$ cat src/logic/sso_defs.svh
`ifndef SSO_DEFS_SVH
`define SSO_DEFS_SVH
// Register address of the options register on the configuration port
`define SSO_OPTIONS_ADDR     5'h09
// Reset value: pipeline on, stalls off, done phase 4, tristate phase 6, write enable phase 5
`define SSO_OPTIONS_RESET    32'h02003fec
// Implemented bits; reserved positions read as zero
`define SSO_OPTIONS_MASK     32'h0bffffff
// Field positions
`define SSO_PWRDWN_BIT       27
`define SSO_DONE_PIPE_BIT    25
`define SSO_DRIVE_DONE_BIT   24
`define SSO_SINGLE_BIT       23
`define SSO_FREQ_MSB         22
`define SSO_FREQ_LSB         17
`define SSO_CLKSRC_MSB       16
`define SSO_CLKSRC_LSB       15
`define SSO_DONE_MSB         14
`define SSO_DONE_LSB         12
`define SSO_MATCH_MSB        11
`define SSO_MATCH_LSB        9
`define SSO_LOCK_MSB         8
`define SSO_LOCK_LSB         6
`define SSO_GTS_MSB          5
`define SSO_GTS_LSB          3
`define SSO_GWE_MSB          2
`define SSO_GWE_LSB          0
// Special phase codes
`define SSO_CODE_TRACK       3'h6
`define SSO_CODE_NONE        3'h7
// Last startup phase
`define SSO_LAST_PHASE       3'h7
`endif

$ cat src/logic/sso_pkg.sv
package sso_pkg;
  // Startup sequencer state
  typedef enum logic [1:0] {SSO_IDLE, SSO_RUN, SSO_DONE} sso_state_e;
  typedef logic [2:0] sso_phase_t;
endpackage

$ cat src/logic/sso_startup_options.sv
`timescale 1ns/100ps
`include "sso_defs.svh"
module sso_startup_options (
  input  wire logic               clock,                    // System clock 25 MHz
  input  wire logic               rst_n,                    // Async reset, active low
  input  wire logic               cfgWrite,                 // Config port write strobe
  input  wire logic               cfgRead,                  // Config port read strobe
  input  wire logic [4:0]         cfgAddr,                  // Config register address
  input  wire logic [31:0]        cfgWdata,                 // Config write data
  output logic      [31:0]        cfgRdata,                 // Config read data
  output logic                    cfgRvalid,                // Read data valid pulse
  input  wire logic               startupGo,                // Start the sequence, pulse
  input  wire logic               configClock,              // Config clock pin
  input  wire logic               userClock,                // User clock from capture block
  input  wire logic               testPortClock,            // Test port clock pin
  input  wire logic               completionInput,          // Completion pin level
  input  wire logic               calibMatch,               // Impedance calibration match
  input  wire logic               clockManagerLock,         // All clock managers locked
  input  wire logic               powerdownState,           // Device powerdown status
  input  wire logic               captureRequest,           // Capture request pulse
  input  wire logic               globalCaptureCmd,         // Global capture command pulse
  input  wire logic               captureResetCmd,          // Readback capture reset command
  input  wire logic               userWriteReq,             // User flip-flop write request
  input  wire logic [31:0]        userIoOut,                // User I/O output values
  input  wire logic [31:0]        userIoOe,                 // User I/O output enables
  output logic                    completionOut,            // Completion pin drive value
  output logic                    completionOe,             // Completion pin output enable
  output logic                    globalTristate,           // Global tristate, high active
  output logic                    globalWriteEnable,        // Global write enable
  output logic                    userWriteEn,              // Gated user write enable
  output logic [31:0]             ioOut,                    // Gated I/O values
  output logic [31:0]             ioOe,                     // Gated I/O enables
  output logic                    captureLoad,              // Load captured state pulse
  output logic [5:0]              masterClockFreqSelect,    // Master clock frequency code
  output logic [2:0]              startupPhaseGray,         // Phase in Gray code
  output logic                    endOfStartup              // Sequence finished
);
  import sso_pkg::*;

  // ************************************************************
  // Functions
  // ************************************************************
  // Phase to Gray code, shared by status and assertions
  function automatic logic [2:0] toGray(input logic [2:0] p);
    toGray = p ^ (p >> 1);
  endfunction
  // Release code 000..101 means phase code+1; 110/111 never match
  function automatic logic releaseHit(input logic [2:0] code, input logic [2:0] ph);
    releaseHit = (code < `SSO_CODE_TRACK) && (ph == 3'(code + 3'h1));
  endfunction

  // ************************************************************
  // Register and input synchronisers
  // ************************************************************
  logic [31:0] optionsReg, optionsNext;        // Options register
  logic [2:0]  cfgSyncReg, cfgSyncNext;        // Config clock synchroniser
  logic [2:0]  usrSyncReg, usrSyncNext;        // User clock synchroniser
  logic [2:0]  tstSyncReg, tstSyncNext;        // Test clock synchroniser
  logic [2:0]  doneSyncReg, doneSyncNext;      // Completion input synchroniser
  logic        donePipeReg, donePipeNext;      // Optional completion stage
  logic        doneLvlReg, doneLvlNext;        // Completion level once stages agree
  logic        clkPrevReg, clkPrevNext;        // Last agreed startup clock level
  logic        capArmedReg, capArmedNext;      // Single shot capture armed
  logic [31:0] rdataReg, rdataNext;            // Read data
  logic        rvalidReg, rvalidNext;          // Read valid
  logic        selClk;                         // Agreed selected clock level
  logic        stepEn;                         // One startup clock edge
  logic        doneSeen;                       // Completion level seen by sequencer

  // Field views
  logic [1:0] clkSrc;
  logic [2:0] doneCode, matchCode, lockCode, gtsCode, gweCode;
  assign clkSrc    = optionsReg[`SSO_CLKSRC_MSB:`SSO_CLKSRC_LSB];
  assign doneCode  = optionsReg[`SSO_DONE_MSB:`SSO_DONE_LSB];
  assign matchCode = optionsReg[`SSO_MATCH_MSB:`SSO_MATCH_LSB];
  assign lockCode  = optionsReg[`SSO_LOCK_MSB:`SSO_LOCK_LSB];
  assign gtsCode   = optionsReg[`SSO_GTS_MSB:`SSO_GTS_LSB];
  assign gweCode   = optionsReg[`SSO_GWE_MSB:`SSO_GWE_LSB];

  // Pins only count once stages two and three agree; first stage is never looked at
  always_comb begin
    selClk = clkPrevReg;
    case (clkSrc)
      2'h0:    if (cfgSyncReg[1] == cfgSyncReg[2]) selClk = cfgSyncReg[2];
      2'h1:    if (usrSyncReg[1] == usrSyncReg[2]) selClk = usrSyncReg[2];
      default: if (tstSyncReg[1] == tstSyncReg[2]) selClk = tstSyncReg[2];
    endcase
  end
  assign stepEn = selClk && !clkPrevReg;

  // Reserved bits dropped on write; the completion stage is clocked by the step
  always_comb begin
    optionsNext  = optionsReg;
    if (cfgWrite && cfgAddr == `SSO_OPTIONS_ADDR) begin
      optionsNext = cfgWdata & `SSO_OPTIONS_MASK;
    end
    cfgSyncNext  = {cfgSyncReg[1:0], configClock};
    usrSyncNext  = {usrSyncReg[1:0], userClock};
    tstSyncNext  = {tstSyncReg[1:0], testPortClock};
    doneSyncNext = {doneSyncReg[1:0], completionInput};
    clkPrevNext  = selClk;
    // A one-cycle glitch on the pin never reaches the sequencer
    doneLvlNext  = (doneSyncReg[1] == doneSyncReg[2]) ? doneSyncReg[2] : doneLvlReg;
    donePipeNext = stepEn ? doneLvlReg : donePipeReg;
    rvalidNext   = cfgRead;
    rdataNext    = rdataReg;
    if (cfgRead) begin
      rdataNext = (cfgAddr == `SSO_OPTIONS_ADDR) ? optionsReg : 32'h0;
    end
  end
  assign doneSeen = optionsReg[`SSO_DONE_PIPE_BIT] ? donePipeReg : doneLvlReg;

  // ************************************************************
  // Startup sequencer
  // ************************************************************
  sso_state_e stateReg, stateNext;             // Sequencer state
  sso_phase_t phaseReg, phaseNext;             // Current phase 0..7
  logic       relDoneReg, relDoneNext;         // Completion released
  logic       gtsReg, gtsNext;                 // Tristate asserted
  logic       gweReg, gweNext;                 // Write enable active
  logic       stall;                           // Held in a wait phase

  // Stall in the selected phase until the awaited input is true; 111 never matches phase
  assign stall = (matchCode != `SSO_CODE_NONE && phaseReg == matchCode
                  && !calibMatch) ||
                 (lockCode != `SSO_CODE_NONE && phaseReg == lockCode
                  && !clockManagerLock);

  always_comb begin
    stateNext   = stateReg;
    phaseNext   = phaseReg;
    relDoneNext = relDoneReg;
    gtsNext     = gtsReg;
    gweNext     = gweReg;
    case (stateReg)
      SSO_IDLE: begin
        if (startupGo) begin
          stateNext = SSO_RUN;
        end
      end
      SSO_RUN: begin
        if (stepEn && !stall) begin
          phaseNext = 3'(phaseReg + 3'h1);
          if (releaseHit(doneCode, phaseNext)) relDoneNext = 1'b1;
          if (releaseHit(gtsCode, phaseNext)) gtsNext = 1'b0;
          if (releaseHit(gweCode, phaseNext)) gweNext = 1'b1;
          if (phaseNext == `SSO_LAST_PHASE) stateNext = SSO_DONE;
        end
      end
      SSO_DONE: begin
      end
      default: stateNext = SSO_IDLE;
    endcase
    // Tracking codes follow the completion level seen by the sequencer
    if (stateReg != SSO_IDLE && gtsCode == `SSO_CODE_TRACK) gtsNext = !doneSeen;
    if (stateReg != SSO_IDLE && gweCode == `SSO_CODE_TRACK) gweNext = doneSeen;
  end

  // ************************************************************
  // Capture and pin logic
  // ************************************************************
  logic capNext, complOutNext, complOeNext, wrNext;
  logic [31:0] ioOutNext, ioOeNext;
  always_comb begin
    capArmedNext = capArmedReg;
    capNext      = 1'b0;
    if (captureRequest || globalCaptureCmd) begin
      if (!optionsReg[`SSO_SINGLE_BIT]) begin
        capNext = 1'b1;
      end else if (capArmedReg) begin
        capNext      = 1'b1;
        capArmedNext = 1'b0;
      end
    end
    if (captureResetCmd) capArmedNext = 1'b1;
    // Powerdown role overrides the completion role
    if (optionsReg[`SSO_PWRDWN_BIT]) begin
      complOutNext = powerdownState;
      complOeNext  = optionsReg[`SSO_DRIVE_DONE_BIT] ? 1'b1 : !powerdownState;
    end else begin
      // Held low until released in both styles; active style then drives high
      complOutNext = relDoneReg && optionsReg[`SSO_DRIVE_DONE_BIT];
      complOeNext  = optionsReg[`SSO_DRIVE_DONE_BIT] || !relDoneReg;
    end
    wrNext    = userWriteReq && gweReg;
    ioOutNext = gtsReg ? 32'h0 : userIoOut;
    ioOeNext  = gtsReg ? 32'h0 : userIoOe;
  end

  // Register every group
  always_ff @(posedge clock or negedge rst_n) begin
    if (!rst_n) begin
      optionsReg <= `SSO_OPTIONS_RESET;
      cfgSyncReg <= 3'h0; usrSyncReg <= 3'h0; tstSyncReg <= 3'h0; doneSyncReg <= 3'h0;
      donePipeReg <= 1'b0; clkPrevReg <= 1'b0; capArmedReg <= 1'b1;
      doneLvlReg <= 1'b0;
      rdataReg <= 32'h0; rvalidReg <= 1'b0;
      stateReg <= SSO_IDLE; phaseReg <= 3'h0;
      relDoneReg <= 1'b0; gtsReg <= 1'b1; gweReg <= 1'b0;
      captureLoad <= 1'b0; completionOut <= 1'b0; completionOe <= 1'b1;
      userWriteEn <= 1'b0; ioOut <= 32'h0; ioOe <= 32'h0;
      masterClockFreqSelect <= 6'h0; startupPhaseGray <= 3'h0; endOfStartup <= 1'b0;
    end else begin
      optionsReg <= optionsNext;
      cfgSyncReg <= cfgSyncNext; usrSyncReg <= usrSyncNext; tstSyncReg <= tstSyncNext;
      doneSyncReg <= doneSyncNext; donePipeReg <= donePipeNext; clkPrevReg <= clkPrevNext;
      doneLvlReg <= doneLvlNext;
      capArmedReg <= capArmedNext; rdataReg <= rdataNext; rvalidReg <= rvalidNext;
      stateReg <= stateNext; phaseReg <= phaseNext;
      relDoneReg <= relDoneNext; gtsReg <= gtsNext; gweReg <= gweNext;
      captureLoad <= capNext; completionOut <= complOutNext; completionOe <= complOeNext;
      userWriteEn <= wrNext; ioOut <= ioOutNext; ioOe <= ioOeNext;
      masterClockFreqSelect <= optionsReg[`SSO_FREQ_MSB:`SSO_FREQ_LSB];
      startupPhaseGray <= toGray(phaseReg);
      endOfStartup <= (stateReg == SSO_DONE);
    end
  end
  assign globalTristate    = gtsReg;
  assign globalWriteEnable = gweReg;
  assign cfgRdata          = rdataReg;
  assign cfgRvalid         = rvalidReg;
endmodule // sso_startup_options

$ cat config.mk
export PLATFORM = sky130hd
export DESIGN_NAME = sso_startup_options
export DESIGN_NICKNAME = d
export VERILOG_FILES = /design/src/logic/sso_pkg.sv /design/src/logic/sso_startup_options.sv
export VERILOG_INCLUDE_DIRS = /design/src /design/src/logic
export SDC_FILE = /design/constraint.sdc
export NUM_CORES = 1
export LEC_CHECK = 0
export BUFFER_PORTS_ARGS = -buffer_cell sky130_fd_sc_hd__clkbuf_2
export CORE_MARGIN = 2
export CORE_UTILIZATION = 48
export DETAILED_ROUTE_END_ITERATION = 16
export PLACE_DENSITY = 0.79
export SYNTH_ARGS = -nofsm -noshare
export SYNTH_HDL_FRONTEND = slang
export SYNTH_SLANG_ARGS = --single-unit
$ cat constraint.sdc
create_clock -name clock -period 2.95 [get_ports clock]
set_clock_uncertainty 0.1 [all_clocks]
set_input_delay 0.59 -clock clock [delete_from_list [all_inputs] [get_ports clock]]
set_output_delay 0.59 -clock clock [all_outputs]
set_load 0.005 [all_outputs]
==> summary.md <==
| Metric | Value |
|---|---|
| Status | `completed` |
| Top cells by area, synth | `dfrtp_1 (63%), nor2b_1 (7.4%), dfstp_2 (6.9%), mux2_2 (5.5%), a22o_1 (4.3%)` |
| Maximum operating frequency | `0.432 GHz` |
| Multi-input gate area | `0.00162 mm^2` |
| I/O pin count | `230` |
| Fin. Hold Viols | `0` |
| Global route overflow | `0` |
| Async SR Flop Fraction | `100%` |
| CP top delay family | `flip-flops` |
| Die W | `113 um` |
| Final Hold Slack | `0.0542 ns` |
| Worst EP arrival | `1.63 ns` |
| Sequential share of the synthesized area | `69.4%` |
| Hold WC Path Type | `input port to asynchronous set/reset pin` |
| Total Routing Usage GR | `20.9%` |
| Final nets | `744` |
| Worst reg2reg endpoint | `phaseReg[1]$_DFFE_PN0P_` |
| Worst vdd ir | `659 uV` |
| Post-Route WL | `12700 um` |
| Slowest CP cell | `dfstp_2` |
| Top fanout value on the critical path | `37` |
| Post-DRT Antenna Nets | `0` |
| Height of the die | `113 um` |
| Area Growth Syn to Fin | `33.4%` |
| RSZ-0062 raised after global routing | `no` |
| Antenna violations before repair | `0` |
| Total number of vias | `3842` |
| Synth Flop Type | `dfrtp_1` |
| Reg clk slew, reported paths | `0.06 ns` |
| Starting Density | `49.6%` |
| Mapped Area | `0.00568 mm^2` |
| DR vias/cell | `4.95` |
| Clk sinks | `157` |
| Hold-fix buffers, CTS | `0` |
| Ys Warns | `0` |
| Reg2reg setup slack | `0.65 ns` |
| Root buf cell | `clkbuf_16` |
| CP cell instances | `clkbuf_2` |
| Flops & latches, synth | `157` |
| CTS H-tree depth | `4` |
| Buf/Inv on CP | `1` |
| Final-report setup violation count | `0` |
| Synth Instances | `393` |
| Setup TNS | `0 ns` |
| Share of layout cells above drive strength 1 | `48.2%` |
| Number of synthesized flops with an enable pin | `0` |
| 1st-pass router iterations | `4` |
| GP Congestion | `0.795` |
| Final Max Slew Viols | `0` |
| Ant diodes | `0` |
| Initial DRC count | `126` |
| Clock buffer depth | `2` |
| Total core area | `0.0115 mm^2` |
| Fill count | `854` |
| Leak Pwr | `3.92 nW` |
| Reg2Reg Depth | `4` |
| TritonCTS Buffers | `17` |
| Yosys top cell by area | `dfrtp_1` |
| Startpoint Class | `flip-flop` |
| First-pass GRT wire length | `20200 um` |
| Final worst-path cycle share | `78.5%` |
| Pin count of the biggest net entering global routing | `65` |
| Storage cell area | `0.00395 mm^2` |
| Distinct cells, synth | `41` |
| Row Count | `39` |
| Power Dens Cells | `798 mW/mm^2` |
| Max stage delay on crit path | `0.99 ns` |
| Worst-skew pair later-pin latency | `0.42 ns` |
| Avg WL per Cell | `16.4 um` |
| # DRC | `0` |
| Dpl hpwl | `9280 um` |
| Top cell type's share of synthesized area | `62.5%` |
| Worst Max-Slew Pin Slew | `0.698 ns` |
| Resized cells post-CTS | `0` |
| TritonCTS clock tree | `built` |
| Slew headroom | `53.5%` |
| Vias in the first global route | `4080` |
| Post-CTS Setup Inserts | `0` |
| PortBufs | `219` |
| Worst setup EP type | `output port` |
| CP required | `2.26 ns` |
| RR Startpoint | `optionsReg[15]$_DFFE_PN0P_` |
| Mean Syn Cell Area | `14.5 um^2` |
| Final min period | `2.32 ns` |
| Number of max-cap violations | `0` |
| WS Path Type | `flip-flop to output port` |
| Die area | `0.0127 mm^2` |
## worst max-delay path by stage
stage                                from                       to  slack, ns  cells past startpoint
3_3_place_gp      phaseReg[0]$_DFFE_PN0P_  phaseReg[1]$_DFFE_PN0P_       0.70                      5
6_report       globalTristate$_DFFE_PN1P_           globalTristate       0.63                      1
2_1_floorplan  optionsReg[15]$_DFFE_PN0P_  phaseReg[1]$_DFFE_PN0P_       0.87                      5
5_1_grt        globalTristate$_DFFE_PN1P_           globalTristate       0.55                      1
3_5_place_dp      cfgSyncReg[1]$_DFF_PN0_  phaseReg[1]$_DFFE_PN0P_       0.69                      5
4_1_cts        globalTristate$_DFFE_PN1P_           globalTristate       0.60                      1
## cells in the final DEF, fill, tap and decap left out, types with 8 or more instances in the layout
cell type and count:
mux2_2 28, clkbuf_2 218, nor2b_1 67, dfrtp_1 142, a22o_1 28, xnor2_1 11
clkbuf_16 17, dfstp_2 15, inv_1 8
## sequential cells by signal (all words and copies together) (netlist names), 2 cells and up
signal,cells
ioOe,32
ioOut,32
cfgRdata,27
optionsReg,27
masterClockFreqSelect,6
cfgSyncReg,3
doneSyncReg,3
phaseReg,3
startupPhaseGray,3
tstSyncReg,3
usrSyncReg,3
stateReg,2
## synthesized netlist by cell type (all sizes together) (4+ instances only)
cell    instances
dfrtp         142
nor2b          67
mux2           29
a22o           28
dfstp          15
clkbuf         14
xnor2          11
inv             9
buf             8
ha              7
xor2            7
nand2           6
nor2            6
o21ai           6
a21oi           4
o211ai          4
## per-stage QoR
stage	std cells	utilization, %	setup slack (ns)	area [um^2]	power, mW
2_1_floorplan	397	-	0.868	5700	3.25
3_3_place_gp	744	60.6	0.703	6950	3.75
3_5_place_dp	744	60.6	0.685	6950	3.81
4_1_cts	776	66.1	0.600	7580	6.13
5_1_grt	776	66.1	0.550	7580	6.35
6_report	776	66.1	0.634	7580	6.05
## final cells by class
class / instances / share of cell area, %
Clock buffer: 24 / 6.75
Clock inverter: 8 / 1.68
Multi-Input combinational cell: 209 / 21.3
Inverter: 9 / 0.445
Timing Repair Buffer: 226 / 15.4
Tap cell: 143 / 2.36
Sequential cell: 157 / 52.0
## per-layer routing
metal / global-route usage, % / vias up / share of wire (%)
met5: 0 / - / 0
met1: 24.2 / 1890 / 38
met2: 34.0 / 158 / 51
met3: 9.48 / 19 / 9.7
li1: - / 1775 / -
met4: 8.54 / 0 / 1.7
## cells by family after synthesis
family | count (synthesis) | synth area share [%]
buffers and inverters | 31 | 2.44
AOI/OAI and AO/OA | 54 | 7.53
other | 1 | 0.0660
and+or+nand+nor | 93 | 9.86
DFF | 157 | 69.4
xor gates and xnor gates | 18 | 2.77
muxes | 30 | 5.99
adders and majority gates | 9 | 1.89
## report_power, final
| group | total (mW) | switching [mW] | internal [mW] | leakage, nW |
|---|---|---|---|---|
| clock network | 2.29 | 0.823 | 1.47 | 0.309 |
| logic | 0.922 | 0.443 | 0.480 | 1.64 |
| registers | 2.83 | 0.260 | 2.57 | 1.97 |
No activity file was read; power rests on OpenSTA's default activity.
